[config.mk]
export PLATFORM = sky130hd
export DESIGN_NAME = stop_power_ctrl
export DESIGN_NICKNAME = d
export VERILOG_FILES = /design/src/verilog/stop_pkg.sv /design/src/verilog/stop_power_ctrl.sv /design/src/verilog/sync2.sv /design/src/verilog/startup_counter.sv
export VERILOG_INCLUDE_DIRS = /design/src /design/src/verilog
export SDC_FILE = /design/constraint.sdc
export NUM_CORES = 1
export LEC_CHECK = 0
export BUFFER_PORTS_ARGS = -buffer_cell sky130_fd_sc_hd__clkbuf_2
export CAP_MARGIN = 20
export CORE_ASPECT_RATIO = 1.1
export CORE_MARGIN = 3
export CORE_UTILIZATION = 35
export CTS_BUF_LIST = sky130_fd_sc_hd__clkbuf_2 sky130_fd_sc_hd__clkbuf_4 sky130_fd_sc_hd__clkbuf_8
export DETAILED_ROUTE_END_ITERATION = 16
export GPL_TIMING_DRIVEN = 0
export PLACE_DENSITY = 0.62
export SETUP_SLACK_MARGIN = 0.05
export SLEW_MARGIN = 0
export SYNTH_ARGS = -nofsm -noshare
export SYNTH_HDL_FRONTEND = slang
export SYNTH_SLANG_ARGS = --single-unit
[constraint.sdc]
create_clock -name clock_i -period 2.2 [get_ports clock_i]
set_input_delay 0.44 -clock clock_i [delete_from_list [all_inputs] [get_ports clock_i]]
set_output_delay 0.44 -clock clock_i [all_outputs]
set_load 0.05 [all_outputs]
[src/verilog/stop_cfg.svh]
// offsets, bit positions, reset values and counts of the stop/supply block
`ifndef STOP_CFG_SVH
`define STOP_CFG_SVH

`define ADDR_W           12
`define POWER_CTRL_IDX   8'h87
`define EXT_FLAG_IDX     8'h91
`define WD_CTRL_IDX      8'hD8

`define STOP_BIT         1
`define KEEP_BIT         0
`define RING_SEL_BIT     1
`define RING_ACT_BIT     2
`define PF_FLAG_BIT      4
`define PF_EN_BIT        5

`define STOP_RST         1'b0
`define KEEP_RST         1'b0
`define RING_SEL_RST     1'b0
`define PF_EN_RST        1'b0
`define PF_FLAG_RST      1'b0

`define PF_VECTOR        16'h0033
`define STARTUP_CLOCKS   65536

`endif

[src/verilog/stop_pkg.sv]
// types shared by the stop/supply control block
`default_nettype none
package stop_pkg;

   typedef enum logic [5:0]
   {
      ST_POR_HOLD  = 6'b000001,
      ST_POR_COUNT = 6'b000010,
      ST_RUN       = 6'b000100,
      ST_STOP      = 6'b001000,
      ST_WARM      = 6'b010000,
      ST_RING      = 6'b100000
   } pwr_state_e;

   typedef enum logic [1:0]
   {
      SEL_NONE = 2'b00,
      SEL_PC   = 2'b01,
      SEL_EF   = 2'b10,
      SEL_WD   = 2'b11
   } reg_sel_e;

endpackage
`default_nettype wire

[src/verilog/stop_power_ctrl.sv]
// stop mode, ring wake, power-on/brownout reset and supply warning control
`include "stop_cfg.svh"
`default_nettype none
module stop_power_ctrl
   import stop_pkg::*;
#(
   parameter int unsigned STARTUP_CLOCKS = `STARTUP_CLOCKS
) (
   input  wire logic               clock_i,
   input  wire logic               rst_i,
   input  wire logic               psel_i,
   input  wire logic               penable_i,
   input  wire logic               pwrite_i,
   input  wire logic [`ADDR_W-1:0] paddr_i,
   input  wire logic [31:0]        pwdata_i,
   output logic      [31:0]        prdata_o,
   output logic                    pready_o,
   output logic                    pslverr_o,
   input  wire logic               ext_irq_i,
   input  wire logic               rtc_irq_i,
   input  wire logic               supply_ok_i,
   input  wire logic               supply_warn_i,
   input  wire logic               other_irq_i,
   input  wire logic [15:0]        other_vector_i,
   output logic                    cpu_reset_o,
   output logic                    stop_o,
   output logic                    osc_enable_o,
   output logic                    reference_on_o,
   output logic                    ring_clock_o,
   output logic                    irq_req_o,
   output logic      [15:0]        irq_vector_o
);
   function automatic reg_sel_e reg_decode(input logic [`ADDR_W-1:0] a);
      if (a == {2'b00, `POWER_CTRL_IDX, 2'b00})
         return SEL_PC;
      else if (a == {2'b00, `EXT_FLAG_IDX, 2'b00})
         return SEL_EF;
      else if (a == {2'b00, `WD_CTRL_IDX, 2'b00})
         return SEL_WD;
      else
         return SEL_NONE;
   endfunction

   logic [3:0]  sync_s;
   logic        ext_s;
   logic        rtc_s;
   logic        ok_s;
   logic        warn_s;
   logic        cnt_start;
   logic        cnt_done;
   logic        wake;
   logic        wr_en;
   logic        running_nxt;
   logic        pf_pend;
   reg_sel_e    sel;
   logic [7:0]  rd_byte;

   pwr_state_e  state_r;
   pwr_state_e  state_nxt;
   logic        stop_req_r;
   logic        stop_req_nxt;
   logic        keep_r;
   logic        keep_nxt;
   logic        ring_sel_r;
   logic        ring_sel_nxt;
   logic        pf_en_r;
   logic        pf_en_nxt;
   logic        pf_flag_r;
   logic        pf_flag_nxt;
   logic [31:0] prdata_nxt;
   logic        pready_nxt;
   logic        pslverr_nxt;
   logic        cpu_reset_nxt;
   logic        stop_nxt;
   logic        osc_enable_nxt;
   logic        reference_on_nxt;
   logic        ring_clock_nxt;
   logic        irq_req_nxt;
   logic [15:0] irq_vector_nxt;

   sync2 #(.W(4)) u_sync (
      .clock_i (clock_i),
      .rst_i   (rst_i),
      .async_i ({supply_warn_i, supply_ok_i, rtc_irq_i, ext_irq_i}),
      .sync_o  (sync_s)
   );
   assign ext_s  = sync_s[0];
   assign rtc_s  = sync_s[1];
   assign ok_s   = sync_s[2];
   assign warn_s = sync_s[3];

   startup_counter #(.N(STARTUP_CLOCKS)) u_cnt (
      .clock_i (clock_i),
      .rst_i   (rst_i),
      .start_i (cnt_start),
      .done_o  (cnt_done)
   );

   // timer, serial and watchdog sources need clocks, so only these wake
   assign wake = ext_s | rtc_s | (pf_en_r & keep_r & warn_s);

   always_comb
   begin
      state_nxt = state_r;
      cnt_start = 1'b0;
      case (state_r)
         ST_POR_HOLD:
            if (ok_s)
            begin
               state_nxt = ST_POR_COUNT;
               cnt_start = 1'b1;
            end
         ST_POR_COUNT:
            if (!ok_s)
               state_nxt = ST_POR_HOLD;
            else if (cnt_done)
               state_nxt = ST_RUN;
         ST_RUN:
            if (!ok_s)
               state_nxt = ST_POR_HOLD;
            else if (stop_req_r)
               state_nxt = ST_STOP;
         ST_STOP:
            // with the reference off the monitor is blind, so no reset here
            if (keep_r && !ok_s)
               state_nxt = ST_POR_HOLD;
            else if (wake)
            begin
               cnt_start = 1'b1;
               state_nxt = ring_sel_r ? ST_RING : ST_WARM;
            end
         ST_WARM:
            if (!ok_s)
               state_nxt = ST_POR_HOLD;
            else if (cnt_done)
               state_nxt = ST_RUN;
         ST_RING:
            if (!ok_s)
               state_nxt = ST_POR_HOLD;
            else if (stop_req_r)
               state_nxt = ST_STOP;
            else if (cnt_done)
               state_nxt = ST_RUN;
         default:
            state_nxt = ST_POR_HOLD;
      endcase
   end

   assign sel   = reg_decode(paddr_i);
   assign wr_en = psel_i && penable_i && pwrite_i && pready_o;

   always_comb
   begin
      stop_req_nxt = stop_req_r;
      keep_nxt     = keep_r;
      ring_sel_nxt = ring_sel_r;
      pf_en_nxt    = pf_en_r;
      pf_flag_nxt  = pf_flag_r;
      if (wr_en && sel == SEL_PC)
         stop_req_nxt = pwdata_i[`STOP_BIT];
      if (wr_en && sel == SEL_EF)
      begin
         keep_nxt     = pwdata_i[`KEEP_BIT];
         ring_sel_nxt = pwdata_i[`RING_SEL_BIT];
      end
      if (wr_en && sel == SEL_WD)
      begin
         pf_en_nxt   = pwdata_i[`PF_EN_BIT];
         pf_flag_nxt = pwdata_i[`PF_FLAG_BIT];
      end
      // detection after the write so a warning never loses to a clear
      if (warn_s && ok_s && (state_r != ST_STOP || keep_r))
         pf_flag_nxt = 1'b1;
      if (state_r == ST_STOP && state_nxt != ST_STOP)
         stop_req_nxt = 1'b0;
      if (state_nxt == ST_POR_HOLD || state_r == ST_POR_HOLD)
      begin
         stop_req_nxt = `STOP_RST;
         keep_nxt     = `KEEP_RST;
         ring_sel_nxt = `RING_SEL_RST;
         pf_en_nxt    = `PF_EN_RST;
         pf_flag_nxt  = `PF_FLAG_RST;
      end
   end

   always_comb
   begin
      rd_byte = 8'h00;
      case (sel)
         SEL_PC:
            rd_byte[`STOP_BIT] = stop_req_r;
         SEL_EF:
         begin
            rd_byte[`KEEP_BIT]     = keep_r;
            rd_byte[`RING_SEL_BIT] = ring_sel_r;
            rd_byte[`RING_ACT_BIT] = ring_clock_o;
         end
         SEL_WD:
         begin
            rd_byte[`PF_EN_BIT]   = pf_en_r;
            rd_byte[`PF_FLAG_BIT] = pf_flag_r;
         end
         default:
            rd_byte = 8'h00;
      endcase
      // answer lands one cycle after setup: a single-cycle access phase
      pready_nxt  = psel_i && !penable_i;
      pslverr_nxt = psel_i && !penable_i && (sel == SEL_NONE);
      prdata_nxt  = (psel_i && !penable_i && !pwrite_i) ?
                    {24'h000000, rd_byte} : 32'h00000000;
   end

   always_comb
   begin
      running_nxt      = (state_nxt == ST_RUN) || (state_nxt == ST_RING);
      pf_pend          = pf_en_nxt && pf_flag_nxt;
      cpu_reset_nxt    = (state_nxt == ST_POR_HOLD) ||
                         (state_nxt == ST_POR_COUNT);
      stop_nxt         = (state_nxt == ST_STOP);
      osc_enable_nxt   = !stop_nxt && (state_nxt != ST_POR_HOLD);
      reference_on_nxt = !stop_nxt || keep_nxt;
      ring_clock_nxt   = (state_nxt == ST_RING);
      irq_req_nxt      = running_nxt && (pf_pend || other_irq_i);
      irq_vector_nxt   = pf_pend ? `PF_VECTOR : other_vector_i;
   end

   always_ff @(posedge clock_i or posedge rst_i)
   begin
      if (rst_i)
      begin
         state_r        <= ST_POR_HOLD;
         stop_req_r     <= `STOP_RST;
         keep_r         <= `KEEP_RST;
         ring_sel_r     <= `RING_SEL_RST;
         pf_en_r        <= `PF_EN_RST;
         pf_flag_r      <= `PF_FLAG_RST;
         prdata_o       <= 32'h00000000;
         pready_o       <= 1'b0;
         pslverr_o      <= 1'b0;
         cpu_reset_o    <= 1'b1;
         stop_o         <= 1'b0;
         osc_enable_o   <= 1'b0;
         reference_on_o <= 1'b1;
         ring_clock_o   <= 1'b0;
         irq_req_o      <= 1'b0;
         irq_vector_o   <= 16'h0000;
      end
      else
      begin
         state_r        <= state_nxt;
         stop_req_r     <= stop_req_nxt;
         keep_r         <= keep_nxt;
         ring_sel_r     <= ring_sel_nxt;
         pf_en_r        <= pf_en_nxt;
         pf_flag_r      <= pf_flag_nxt;
         prdata_o       <= prdata_nxt;
         pready_o       <= pready_nxt;
         pslverr_o      <= pslverr_nxt;
         cpu_reset_o    <= cpu_reset_nxt;
         stop_o         <= stop_nxt;
         osc_enable_o   <= osc_enable_nxt;
         reference_on_o <= reference_on_nxt;
         ring_clock_o   <= ring_clock_nxt;
         irq_req_o      <= irq_req_nxt;
         irq_vector_o   <= irq_vector_nxt;
      end
   end

   // helper lengths for the start-up intervals
   int ring_len_r;
   int por_len_r;
   always_ff @(posedge clock_i or posedge rst_i)
   begin
      if (rst_i)
      begin
         ring_len_r <= 0;
         por_len_r  <= 0;
      end
      else
      begin
         ring_len_r <= ring_clock_o ? ring_len_r + 1 : 0;
         por_len_r  <= (state_r == ST_POR_COUNT) ? por_len_r + 1 : 0;
      end
   end
endmodule
`default_nettype wire

[src/verilog/sync2.sv]
// two-flop synchroniser for a group of independent levels
`default_nettype none
module sync2 #(
   parameter int W = 4
) (
   input  wire logic         clock_i,
   input  wire logic         rst_i,
   input  wire logic [W-1:0] async_i,
   output logic      [W-1:0] sync_o
);
   logic [W-1:0] meta_r;
   logic [W-1:0] hold_r;

   genvar g;
   generate
      for (g = 0; g < W; g++)
      begin : g_bit
         always_ff @(posedge clock_i or posedge rst_i)
         begin
            if (rst_i)
            begin
               meta_r[g] <= 1'b0;
               hold_r[g] <= 1'b0;
            end
            else
            begin
               meta_r[g] <= async_i[g];
               hold_r[g] <= meta_r[g];
            end
         end
      end
   endgenerate

   assign sync_o = hold_r;
endmodule
`default_nettype wire

[src/verilog/startup_counter.sv]
// counts crystal clocks for oscillator start-up; done is a one-cycle level
`include "stop_cfg.svh"
`default_nettype none
module startup_counter #(
   parameter int unsigned N = `STARTUP_CLOCKS
) (
   input  wire logic clock_i,
   input  wire logic rst_i,
   input  wire logic start_i,
   output logic      done_o
);
   localparam int CW = $clog2(N + 1);
   localparam logic [CW-1:0] LAST = CW'(N - 1);

   logic [CW-1:0] cnt_r;
   logic [CW-1:0] cnt_nxt;
   logic          run_r;
   logic          run_nxt;

   // done is combinational so the owner changes state on exactly the Nth edge
   assign done_o = run_r && (cnt_r == LAST);

   always_comb
   begin
      cnt_nxt = cnt_r;
      run_nxt = run_r;
      if (start_i)
      begin
         cnt_nxt = '0;
         run_nxt = 1'b1;
      end
      else if (done_o)
         run_nxt = 1'b0;
      else if (run_r)
         cnt_nxt = cnt_r + CW'(1);
   end

   always_ff @(posedge clock_i or posedge rst_i)
   begin
      if (rst_i)
      begin
         cnt_r <= '0;
         run_r <= 1'b0;
      end
      else
      begin
         cnt_r <= cnt_nxt;
         run_r <= run_nxt;
      end
   end
endmodule
`default_nettype wire

==> out/metrics.cfg, run 1 <==
[run_status]
status = finished with violations
violations = setup timing

[power_and_ir_drop]
combPwrFrac_pct = 27.6
ir_drop_mv = 0.421
power.internal_uw = 2220
p_sw_uw = 1130
p_sw_share_pct = 33.7
powerDensity_mw_per_mm2 = 790
clock_power_share_pct = 30.9
seq_power_share_pct = 41.5
p_leak_uw = 0.00210
total_power_uw = 3350

[synthesis]
yosysWarnings = 0
ys_ff_latch = 66
synth_area_mm2 = 0.00313
ys_async_sr_fraction_pct = 100
syn-instance-count = 287
syn_avg_cell_area_um2 = 10.9
seq_area_frac_synth_pct = 52.9
synth_flop_cell = dfrtp_1
synth-edff-count = 0
synth.distinct_cells = 53

[place]
place_congestion = 0.805
dpl.hpwl_mm = 4.56
place_inst = 495
io_buffer_count = 70

[sta]
final-setup-viol-count = 13
min_period_over_period_pct = 103
holdWs_ns = 0.116
slew_headroom_pct = 64.4
tightest_slew_ns = 0.534
fin_crit_ns = 2.26
tns_ns = -0.699
layout_setup_ws_ns = -0.0633
hold_viol_final = 0
fmax_ghz = 0.442
rsz0062_at_grt = yes
final.setup_skew_ns = 0.00902
drv_slew = 0

[worst_hold_path]
hp-class = primary input to async pin

[worst_setup_path]
rr_worst_depth = 10
r2r_slack_ns = -0.06
crit_arrival_ns = 2.50
path_cells = and4_4 > nand4_1 > nor3_2 > ha_2 > nand2_4 > a21oi_4 > o211ai_4 > or3b_4 > buf_12 > and2_4
slowest_delay_ns = 0.44
slowest_stage = or3b_4
path_class = flop to flop
cp_max_fo = 6
cp-start-kind = flop
reg2reg_to = irq_vector_o[15]
critPathRequiredTime_ns = 2.44
r2r-start = u_cnt.cnt_r[7]
cp-end-kind = flop

[clocking]
cts.sinks = 66
clkTransAtPathRegs_ns = 0.08
cts_buffer_depth = 2
numCtsBuffers = 9
cts_root_buf = clkbuf_8
cts.htree.levels = 3
insertion_delay_ns = 0.34
cts_tree = built

[drt]
drt_iter0_drc = 84
dr_total_vias = 2400
drtAntennaViolNets = 0
drcViolationCount = 0
via_per_inst = 4.50
avgRoutedWirePerCell_um = 11.8
wirelength_mm = 6.27
first_pass_iters = 6

[floorplanning]
io_pins = 126
placementRows = 35
initial_core_util_pct = 36.6
die_h_um = 105
coreArea_mm2 = 0.00854
die_x_um = 96.1
dieArea_mm2 = 0.0101

[finish]
fin_util_pct = 49.6
num-fill-cells = 784
fin_cells = 533
layout.nets = 489
diodes = 0
seq_area_mm2 = 0.00166
synthToLayoutAreaGrowth_pct = 35.5
drive_gt1_share_pct = 43.8
multiInputGateArea_mm2 = 0.00139

[global_route]
grt_overflow = 0
met1_usage_pct = 16.1
grt_pass1_wl_mm = 10.6
antenna_found_initial = 0
use_met2_pct = 21.2
grt_max_degree = 44
grt.busiest_layer = met2
gr-usage-all-layers_pct = 13.3
global_route.usage.met3_pct = 4.25
grt_pass1_vias = 2413

[run]
max_cap_viol_count = 0

==> synth_stat cells (6+ instances only) <==
| master | n | area (um^2) |
|---|---|---|
| xor2_1 | 14 | 123 |
| o21ai_0 | 7 | 35.0 |
| dfrtp_1 | 63 | 1580 |
| nor2_1 | 36 | 135 |
| nand2_1 | 17 | 63.8 |
| nor3_1 | 8 | 40.0 |
| buf_4 | 28 | 210 |
| nand4_1 | 10 | 62.6 |
| nand2b_1 | 6 | 37.5 |
| and2_4 | 9 | 78.8 |
| and2_1 | 7 | 43.8 |
| inv_1 | 6 | 22.5 |
==> worst max-delay path, delay by kind of cell (launching register included) <==
kind / cells / cell delay [ns]
and+or+nand+nor: 6 / 1.14
DFF: 1 / 0.36
AOI/OAI and AO/OA: 2 / 0.26
adders and majority gates: 1 / 0.23
buffers and inverters: 1 / 0.15
==> per-stage QoR <==
| step | setup WS [ns] | cell area [um^2] |
|---|---|---|
| 6_report | -0.0633 | 4240 |
| 2_1_floorplan | -0.0606 | 3250 |
| 3_3_place_gp | -0.616 | 3740 |
| 4_1_cts | -0.0642 | 4150 |
| 3_5_place_dp | -0.306 | 3760 |
| 5_1_grt | -0.162 | 4240 |
==> power groups by stage <==
stage | combinational [uW] | clock [uW] | sequential [uW]
final | 923 | 1030 | 1390
after global routing | 1010 | 1120 | 1410
after CTS | 887 | 1070 | 1390
after detailed placement | 799 | 0 | 1420
after global placement | 785 | 0 | 1420
after floorplan | 520 | 0 | 1530
==> final cells by class <==
class	count	area share (%)
plain buffers	35	6.49
flip-flops and latches	66	39.0
well taps	111	3.28
multi-input cells	206	32.8
clock inverters	7	1.95
inverters	6	0.531
clock buffers	9	2.92
repair buffers	93	13.0
==> logic make-up (layout without fill, tap and decap cells) <==
| kind of cell | Yosys count | after routing | share of synthesized area (%) |
|---|---|---|---|
| simple gates | 122 | 122 | 22.2 |
| flops | 66 | 66 | 52.9 |
| buf+inv | 41 | 150 | 8.84 |
| compound gates | 32 | 32 | 8.44 |
| xor+xnor | 18 | 18 | 5.04 |
| mux | 5 | 5 | 1.60 |
| fa+ha+maj | 2 | 2 | 0.800 |
| other cells | 1 | 27 | 0.120 |
==> routing by layer <==
| layer | vias up | part of all wire, % |
|---|---|---|
| li1 | 1191 | - |
| met1 | 1122 | 42 |
| met2 | 72 | 49 |
| met3 | 15 | 7.2 |
| met4 | 0 | 2.5 |
| met5 | - | 0 |
==> worst max path at each step <==
stage                         from               end  slack, ns
floorplan           u_cnt.cnt_r[5]  irq_vector_o[10]      -0.06
global placement             rst_i         pslverr_o      -0.62
detailed placement  u_cnt.cnt_r[5]   irq_vector_o[8]      -0.31
CTS                 u_cnt.cnt_r[7]   irq_vector_o[9]      -0.06
global route        u_cnt.cnt_r[7]  irq_vector_o[14]      -0.16
finish              u_cnt.cnt_r[7]  irq_vector_o[15]      -0.06
==> cell usage in the layout, fill, tap and decap left out, drive strengths merged, types with 2 or more instances in the layout <==
master and n:
clkbuf 81, dfrtp 63, buf 56, nor2 36
conb 27, nand2 17, and2 16, xor2 14
nand4 10, inv 10, nor3 8, o21ai 8
nand2b 6, mux2i 5, nand3 5, and3 5
nor4b 5, xnor2 4, a21oi 4, o21a 3
dfstp 3, o211ai 3, nor2b 3, nor4 2
a32o 2, ha 2, clkinvlp 2, a211oi 2
or2 2
==> sequential cells by signal, summed over array words and instances, names as in the netlist, 4 cells and up <==
name	count
irq_vector_o	16
prdata_o	5
state_r	6
u_cnt.cnt_r	17
u_sync.meta_r	4
u_sync.sync_o	4
==> timing repair <==
item | 4_1_cts | 5_1_grt
hold endpoints to repair | 0 | 0
hold buffers | 0 | 0
gates resized for setup | 16 | 14
pin swaps | 5 | 4
cloned | 1 | 0
endpoints found under the setup margin | 33 | 37
buffers inserted | 15 | 6
Power figures use the tool's default switching activity.
==> run 2, diff against run 1 <==
--- a/config.mk
+++ b/config.mk
@@ -8,13 +8,15 @@
 export LEC_CHECK = 0
 export BUFFER_PORTS_ARGS = -buffer_cell sky130_fd_sc_hd__clkbuf_2
 export CAP_MARGIN = 20
+export CELL_PAD_IN_SITES_DETAIL_PLACEMENT = 0
+export CELL_PAD_IN_SITES_GLOBAL_PLACEMENT = 1
 export CORE_ASPECT_RATIO = 1.1
 export CORE_MARGIN = 3
-export CORE_UTILIZATION = 35
+export CORE_UTILIZATION = 34
 export CTS_BUF_LIST = sky130_fd_sc_hd__clkbuf_2 sky130_fd_sc_hd__clkbuf_4 sky130_fd_sc_hd__clkbuf_8
 export DETAILED_ROUTE_END_ITERATION = 16
 export GPL_TIMING_DRIVEN = 0
-export PLACE_DENSITY = 0.62
+export PLACE_DENSITY = 0.74
 export SETUP_SLACK_MARGIN = 0.05
 export SLEW_MARGIN = 0
 export SYNTH_ARGS = -nofsm -noshare
==> out/metrics.cfg, run 2 (same netlist as run 1, synthesis figures left out) <==
[worst_hold_path]
hp-class = primary input to async pin

[floorplanning]
dieArea_mm2 = 0.0104
die_h_um = 107
io_pins = 126
initial_core_util_pct = 35.1
coreArea_mm2 = 0.00892
placementRows = 36
die_x_um = 97.5

[power_and_ir_drop]
ir_drop_mv = 0.562
powerDensity_mw_per_mm2 = 812
p_leak_uw = 0.00209

[sta]
slew_headroom_pct = 55.7
layout_setup_ws_ns = -0.0586
min_period_over_period_pct = 103
tightest_slew_ns = 0.663
tns_ns = -0.592
fin_crit_ns = 2.26
final.setup_skew_ns = 0.00929
fmax_ghz = 0.443
drv_slew = 0
rsz0062_at_grt = yes
final-setup-viol-count = 13
hold_viol_final = 0

[global_route]
grt_pass1_vias = 2379
gr-usage-all-layers_pct = 13.4
grt_overflow = 0
grt_max_degree = 37
antenna_found_initial = 0
grt_pass1_wl_mm = 11.2

[drt]
dr_total_vias = 2371
drcViolationCount = 0
wirelength_mm = 6.60
drtAntennaViolNets = 0
drt_iter0_drc = 119
avgRoutedWirePerCell_um = 12.4
first_pass_iters = 4
via_per_inst = 4.46

[finish]
synthToLayoutAreaGrowth_pct = 34.4
final_common_cell = clkbuf_2
seq_area_mm2 = 0.00166
fin_cells = 532
multiInputGateArea_mm2 = 0.00136
num-fill-cells = 863
diodes = 0
layout_common_cells = 70 x clkbuf_2, 63 x dfrtp_1, 46 x buf_4
drive_gt1_share_pct = 41.4
largest_register_ffs = 17
largestRegisters = u_cnt.cnt_r x17, irq_vector_o x16, state_r x6
layout.nets = 486
top_register = u_cnt.cnt_r

[clocking]
cts_root_buf = clkbuf_8
cts_buffer_depth = 2
cts.htree.levels = 3
clkTransAtPathRegs_ns = 0.07
cts_tree = built
insertion_delay_ns = 0.34
numCtsBuffers = 9
postCtsHoldBufs = 0
cts.sinks = 66

[worst_setup_path]
critPathRequiredTime_ns = 2.43
crit_arrival_ns = 2.49
cp_max_fo = 8
reg2reg_to = irq_vector_o[10]
cp-start-kind = flop
path_class = flop to flop
cp-end-kind = flop
r2r-start = state_r[2]
r2r_slack_ns = -0.06
rr_worst_depth = 8
timing.critical_path.from = state_r[2]

[place]
dpl.hpwl_mm = 4.64
place_congestion = 0.803
io_buffer_count = 70
place_inst = 498

[run_status]
status = finished with violations
violations = setup timing

[run]
max_cap_viol_count = 0

-- run 2: power by group --
part           internal (uW)  leakage, uW  switching (uW)  total (uW)
clock                    635    0.0000979             464        1100
sequential              1320     0.000841            63.5        1390
combinational            351      0.00115             579         930
total                   2310      0.00209            1110        3410
-- run 2: final cells by class --
| class | count | area share, % |
|---|---|---|
| flip-flops and latches | 66 | 39.4 |
| inverters | 6 | 0.536 |
| repair buffers | 90 | 12.7 |
| multi-input cells | 206 | 32.3 |
| clock inverters | 6 | 2.17 |
| well taps | 114 | 3.39 |
| clock buffers | 9 | 2.95 |
| plain buffers | 35 | 6.55 |
-- run 2: how the worst max path moves through the flow --
stage / end / slack, ns / depth (start not counted)
6_report: irq_vector_o[10] / -0.06 / 8
5_1_grt: irq_vector_o[10] / -0.16 / 8
4_1_cts: irq_vector_o[10] / -0.06 / 8
3_5_place_dp: u_cnt.cnt_r[0] / -0.33 / 7
3_3_place_gp: pslverr_o / -0.63 / 2
2_1_floorplan: irq_vector_o[10] / -0.06 / 10
-- run 2: metal layers --
| layer | part of all wire (%) | wire length [um] | GRT usage (%) |
|---|---|---|---|
| met2 | 49 | 3230 | 21.4 |
| met5 | 0 | 0 | 0 |
| met4 | 2.1 | 138 | 6.13 |
| met1 | 42 | 2790 | 16.7 |
| met3 | 6.7 | 444 | 3.97 |
-- run 2: critical path, stage by stage, from the launching register on --
cell	delay (ns)
dfrtp_1	0.37
buf_6	0.14
nor4b_4	0.39
a211oi_2	0.09
o311ai_4	0.29
o211ai_4	0.14
or3b_4	0.45
buf_8	0.15
and2_4	0.12
-- run 2: timing repair --
action,CTS,global route
buffers inserted,15,3
endpoints found under the setup margin,33,35
gates cloned,1,0
pin swaps,6,3
gates resized for setup,10,13
hold endpoints to repair,0,0
-- run 2: stage by stage --
stage | util [%] | cell area (um^2) | worst slack [ns] | power [uW] | hold WS (ns)
floorplan | - | 3250 | -0.0606 | 2050 | 0.331
global placement | 41.9 | 3740 | -0.633 | 2210 | 0.333
finish | 47.1 | 4200 | -0.0586 | 3410 | 0.174
global route | 47.1 | 4200 | -0.159 | 3600 | 0.194
CTS | 46.5 | 4140 | -0.0581 | 3390 | 0.186
detailed placement | 42.2 | 3760 | -0.329 | 2220 | 0.335
==> run 3, diff against run 2 <==
--- a/config.mk
+++ b/config.mk
@@ -18,6 +18,7 @@
 export GPL_TIMING_DRIVEN = 0
 export PLACE_DENSITY = 0.74
 export SETUP_SLACK_MARGIN = 0.05
+export SKIP_CTS_REPAIR_TIMING = 1
 export SLEW_MARGIN = 0
 export SYNTH_ARGS = -nofsm -noshare
 export SYNTH_HDL_FRONTEND = slang
==> out/metrics.cfg, run 3 (same netlist as run 1, synthesis figures left out) <==
[power_and_ir_drop]
combPwrFrac_pct = 28.5
p_sw_uw = 1130
ir_drop_mv = 0.513
powerDensity_mw_per_mm2 = 828
clock_power_share_pct = 31.5
total_power_uw = 3490
p_sw_share_pct = 32.4
power.internal_uw = 2350
seq_power_share_pct = 40.0
p_leak_uw = 0.00207

[sta]
fin_crit_ns = 2.39
drv_slew = 0
hold_viol_final = 0
tightest_slew_ns = 0.665
final.setup_skew_ns = 0.00914
rsz0062_at_grt = yes
final-setup-viol-count = 17
min_period_over_period_pct = 108
layout_setup_ws_ns = -0.186
fmax_ghz = 0.419
slew_headroom_pct = 55.6

[run]
max_cap_viol_count = 0

[floorplanning]
die_x_um = 97.5
placementRows = 36
initial_core_util_pct = 35.1
dieArea_mm2 = 0.0104
die_h_um = 107
io_pins = 126
coreArea_mm2 = 0.00892

[drt]
drtAntennaViolNets = 0
avgRoutedWirePerCell_um = 12.3
via_per_inst = 4.40
drt_iter0_drc = 116
wirelength_mm = 6.55
first_pass_iters = 5
drcViolationCount = 0
dr_total_vias = 2342

[finish]
top_register = u_cnt.cnt_r
synthToLayoutAreaGrowth_pct = 34.6
num-fill-cells = 863
fin_area_mm2 = 0.00421
layout.nets = 486
fin_cells = 532
layout_common_cells = 70 x clkbuf_2, 63 x dfrtp_1, 45 x buf_4
final_common_cell = clkbuf_2
drive_gt1_share_pct = 43.3
largestRegisters = u_cnt.cnt_r x17, irq_vector_o x16, state_r x6
largest_register_ffs = 17
diodes = 0
fin_util_pct = 47.2

[worst_setup_path]
cp_max_fo = 10
critPathBufInv = 1
cp-end-kind = flop
crit_arrival_ns = 2.62
critPathRequiredTime_ns = 2.43
path_class = flop to flop
slowest_stage = or3b_4
path_cells = and4_4 > nand4_1 > nor3_2 > ha_2 > nand2_4 > a21oi_4 > o211ai_4 > or3b_4 > buf_6 > and2_4
slowest_delay_ns = 0.43
crit_family = simple AND/OR/NAND/NOR gates
cp-start-kind = flop

[global_route]
grt_pass1_wl_mm = 10.6
grt_overflow = 0
gr-usage-all-layers_pct = 12.7
antenna_found_initial = 0
grt_max_degree = 37
grt_pass1_vias = 2268

[worst_hold_path]
hp-class = primary input to async pin

[place]
io_buffer_count = 70
dpl.hpwl_mm = 4.64
place_inst = 498
place_congestion = 0.803
dpl_cell_area_mm2 = 0.00376

[clocking]
cts_tree = built
insertion_delay_ns = 0.34
cts.htree.levels = 3
cts.sinks = 66
numCtsBuffers = 9
clkTransAtPathRegs_ns = 0.07
cts_buffer_depth = 2
cts_root_buf = clkbuf_8

[run_status]
violations = setup timing
status = finished with violations

-- run 3: power by group through the flow --
stage          combinational, uW  sequential [uW]  clock (uW)
2_1_floorplan                520             1530           0
3_3_place_gp                 792             1410           0
3_5_place_dp                 808             1420           0
4_1_cts                      808             1400        1130
5_1_grt                     1080             1410        1180
6_report                     993             1390        1100
-- run 3: metal layers --
| metal | up-vias | part of all wire (%) | global-route usage (%) |
|---|---|---|---|
| met3 | 11 | 6.8 | 4.10 |
| met4 | 0 | 2.0 | 5.64 |
| met5 | - | 0 | 0 |
| met2 | 65 | 48 | 19.9 |
| li1 | 1181 | - | - |
| met1 | 1085 | 43 | 15.9 |
-- run 3: path summary, 6_finish.rpt --
path	cells past startpoint	slack, ns	startpoint	endpoint
setup reg to reg	10	-0.19	u_cnt.cnt_r[5]	irq_vector_o[10]
setup / recovery	10	-0.19	u_cnt.cnt_r[5]	irq_vector_o[10]
hold / removal	2	0.17	rst_i	irq_vector_o[9]
min in group clock_i	1	0.20	supply_ok_i	u_sync.meta_r[2]
hold reg to reg	0	0.35	u_sync.meta_r[0]	u_sync.sync_o[0]
max in group asynchronous	3	1.34	rst_i	reference_on_o
-- run 3: per-stage QoR --
stage,setup TNS (ns),hold slack [ns],setup WS (ns)
finish,-2.54,0.173,-0.186
global route,-4.80,0.194,-0.292
CTS,-7.69,0.186,-0.340
detailed placement,-8.52,0.335,-0.329
global placement,-47.03,0.333,-0.633
floorplan,-0.545,0.331,-0.0606
-- run 3: cell type report --
class	instances	area [um^2]	area share, %
flip-flops and latches	66	1660	39.3
multi-input cells	206	1390	32.9
repair buffers	90	520	12.4
plain buffers	35	269	6.39
well taps	114	143	3.39
clock buffers	9	124	2.94
clock inverters	6	91.3	2.17
inverters	6	22.5	0.535
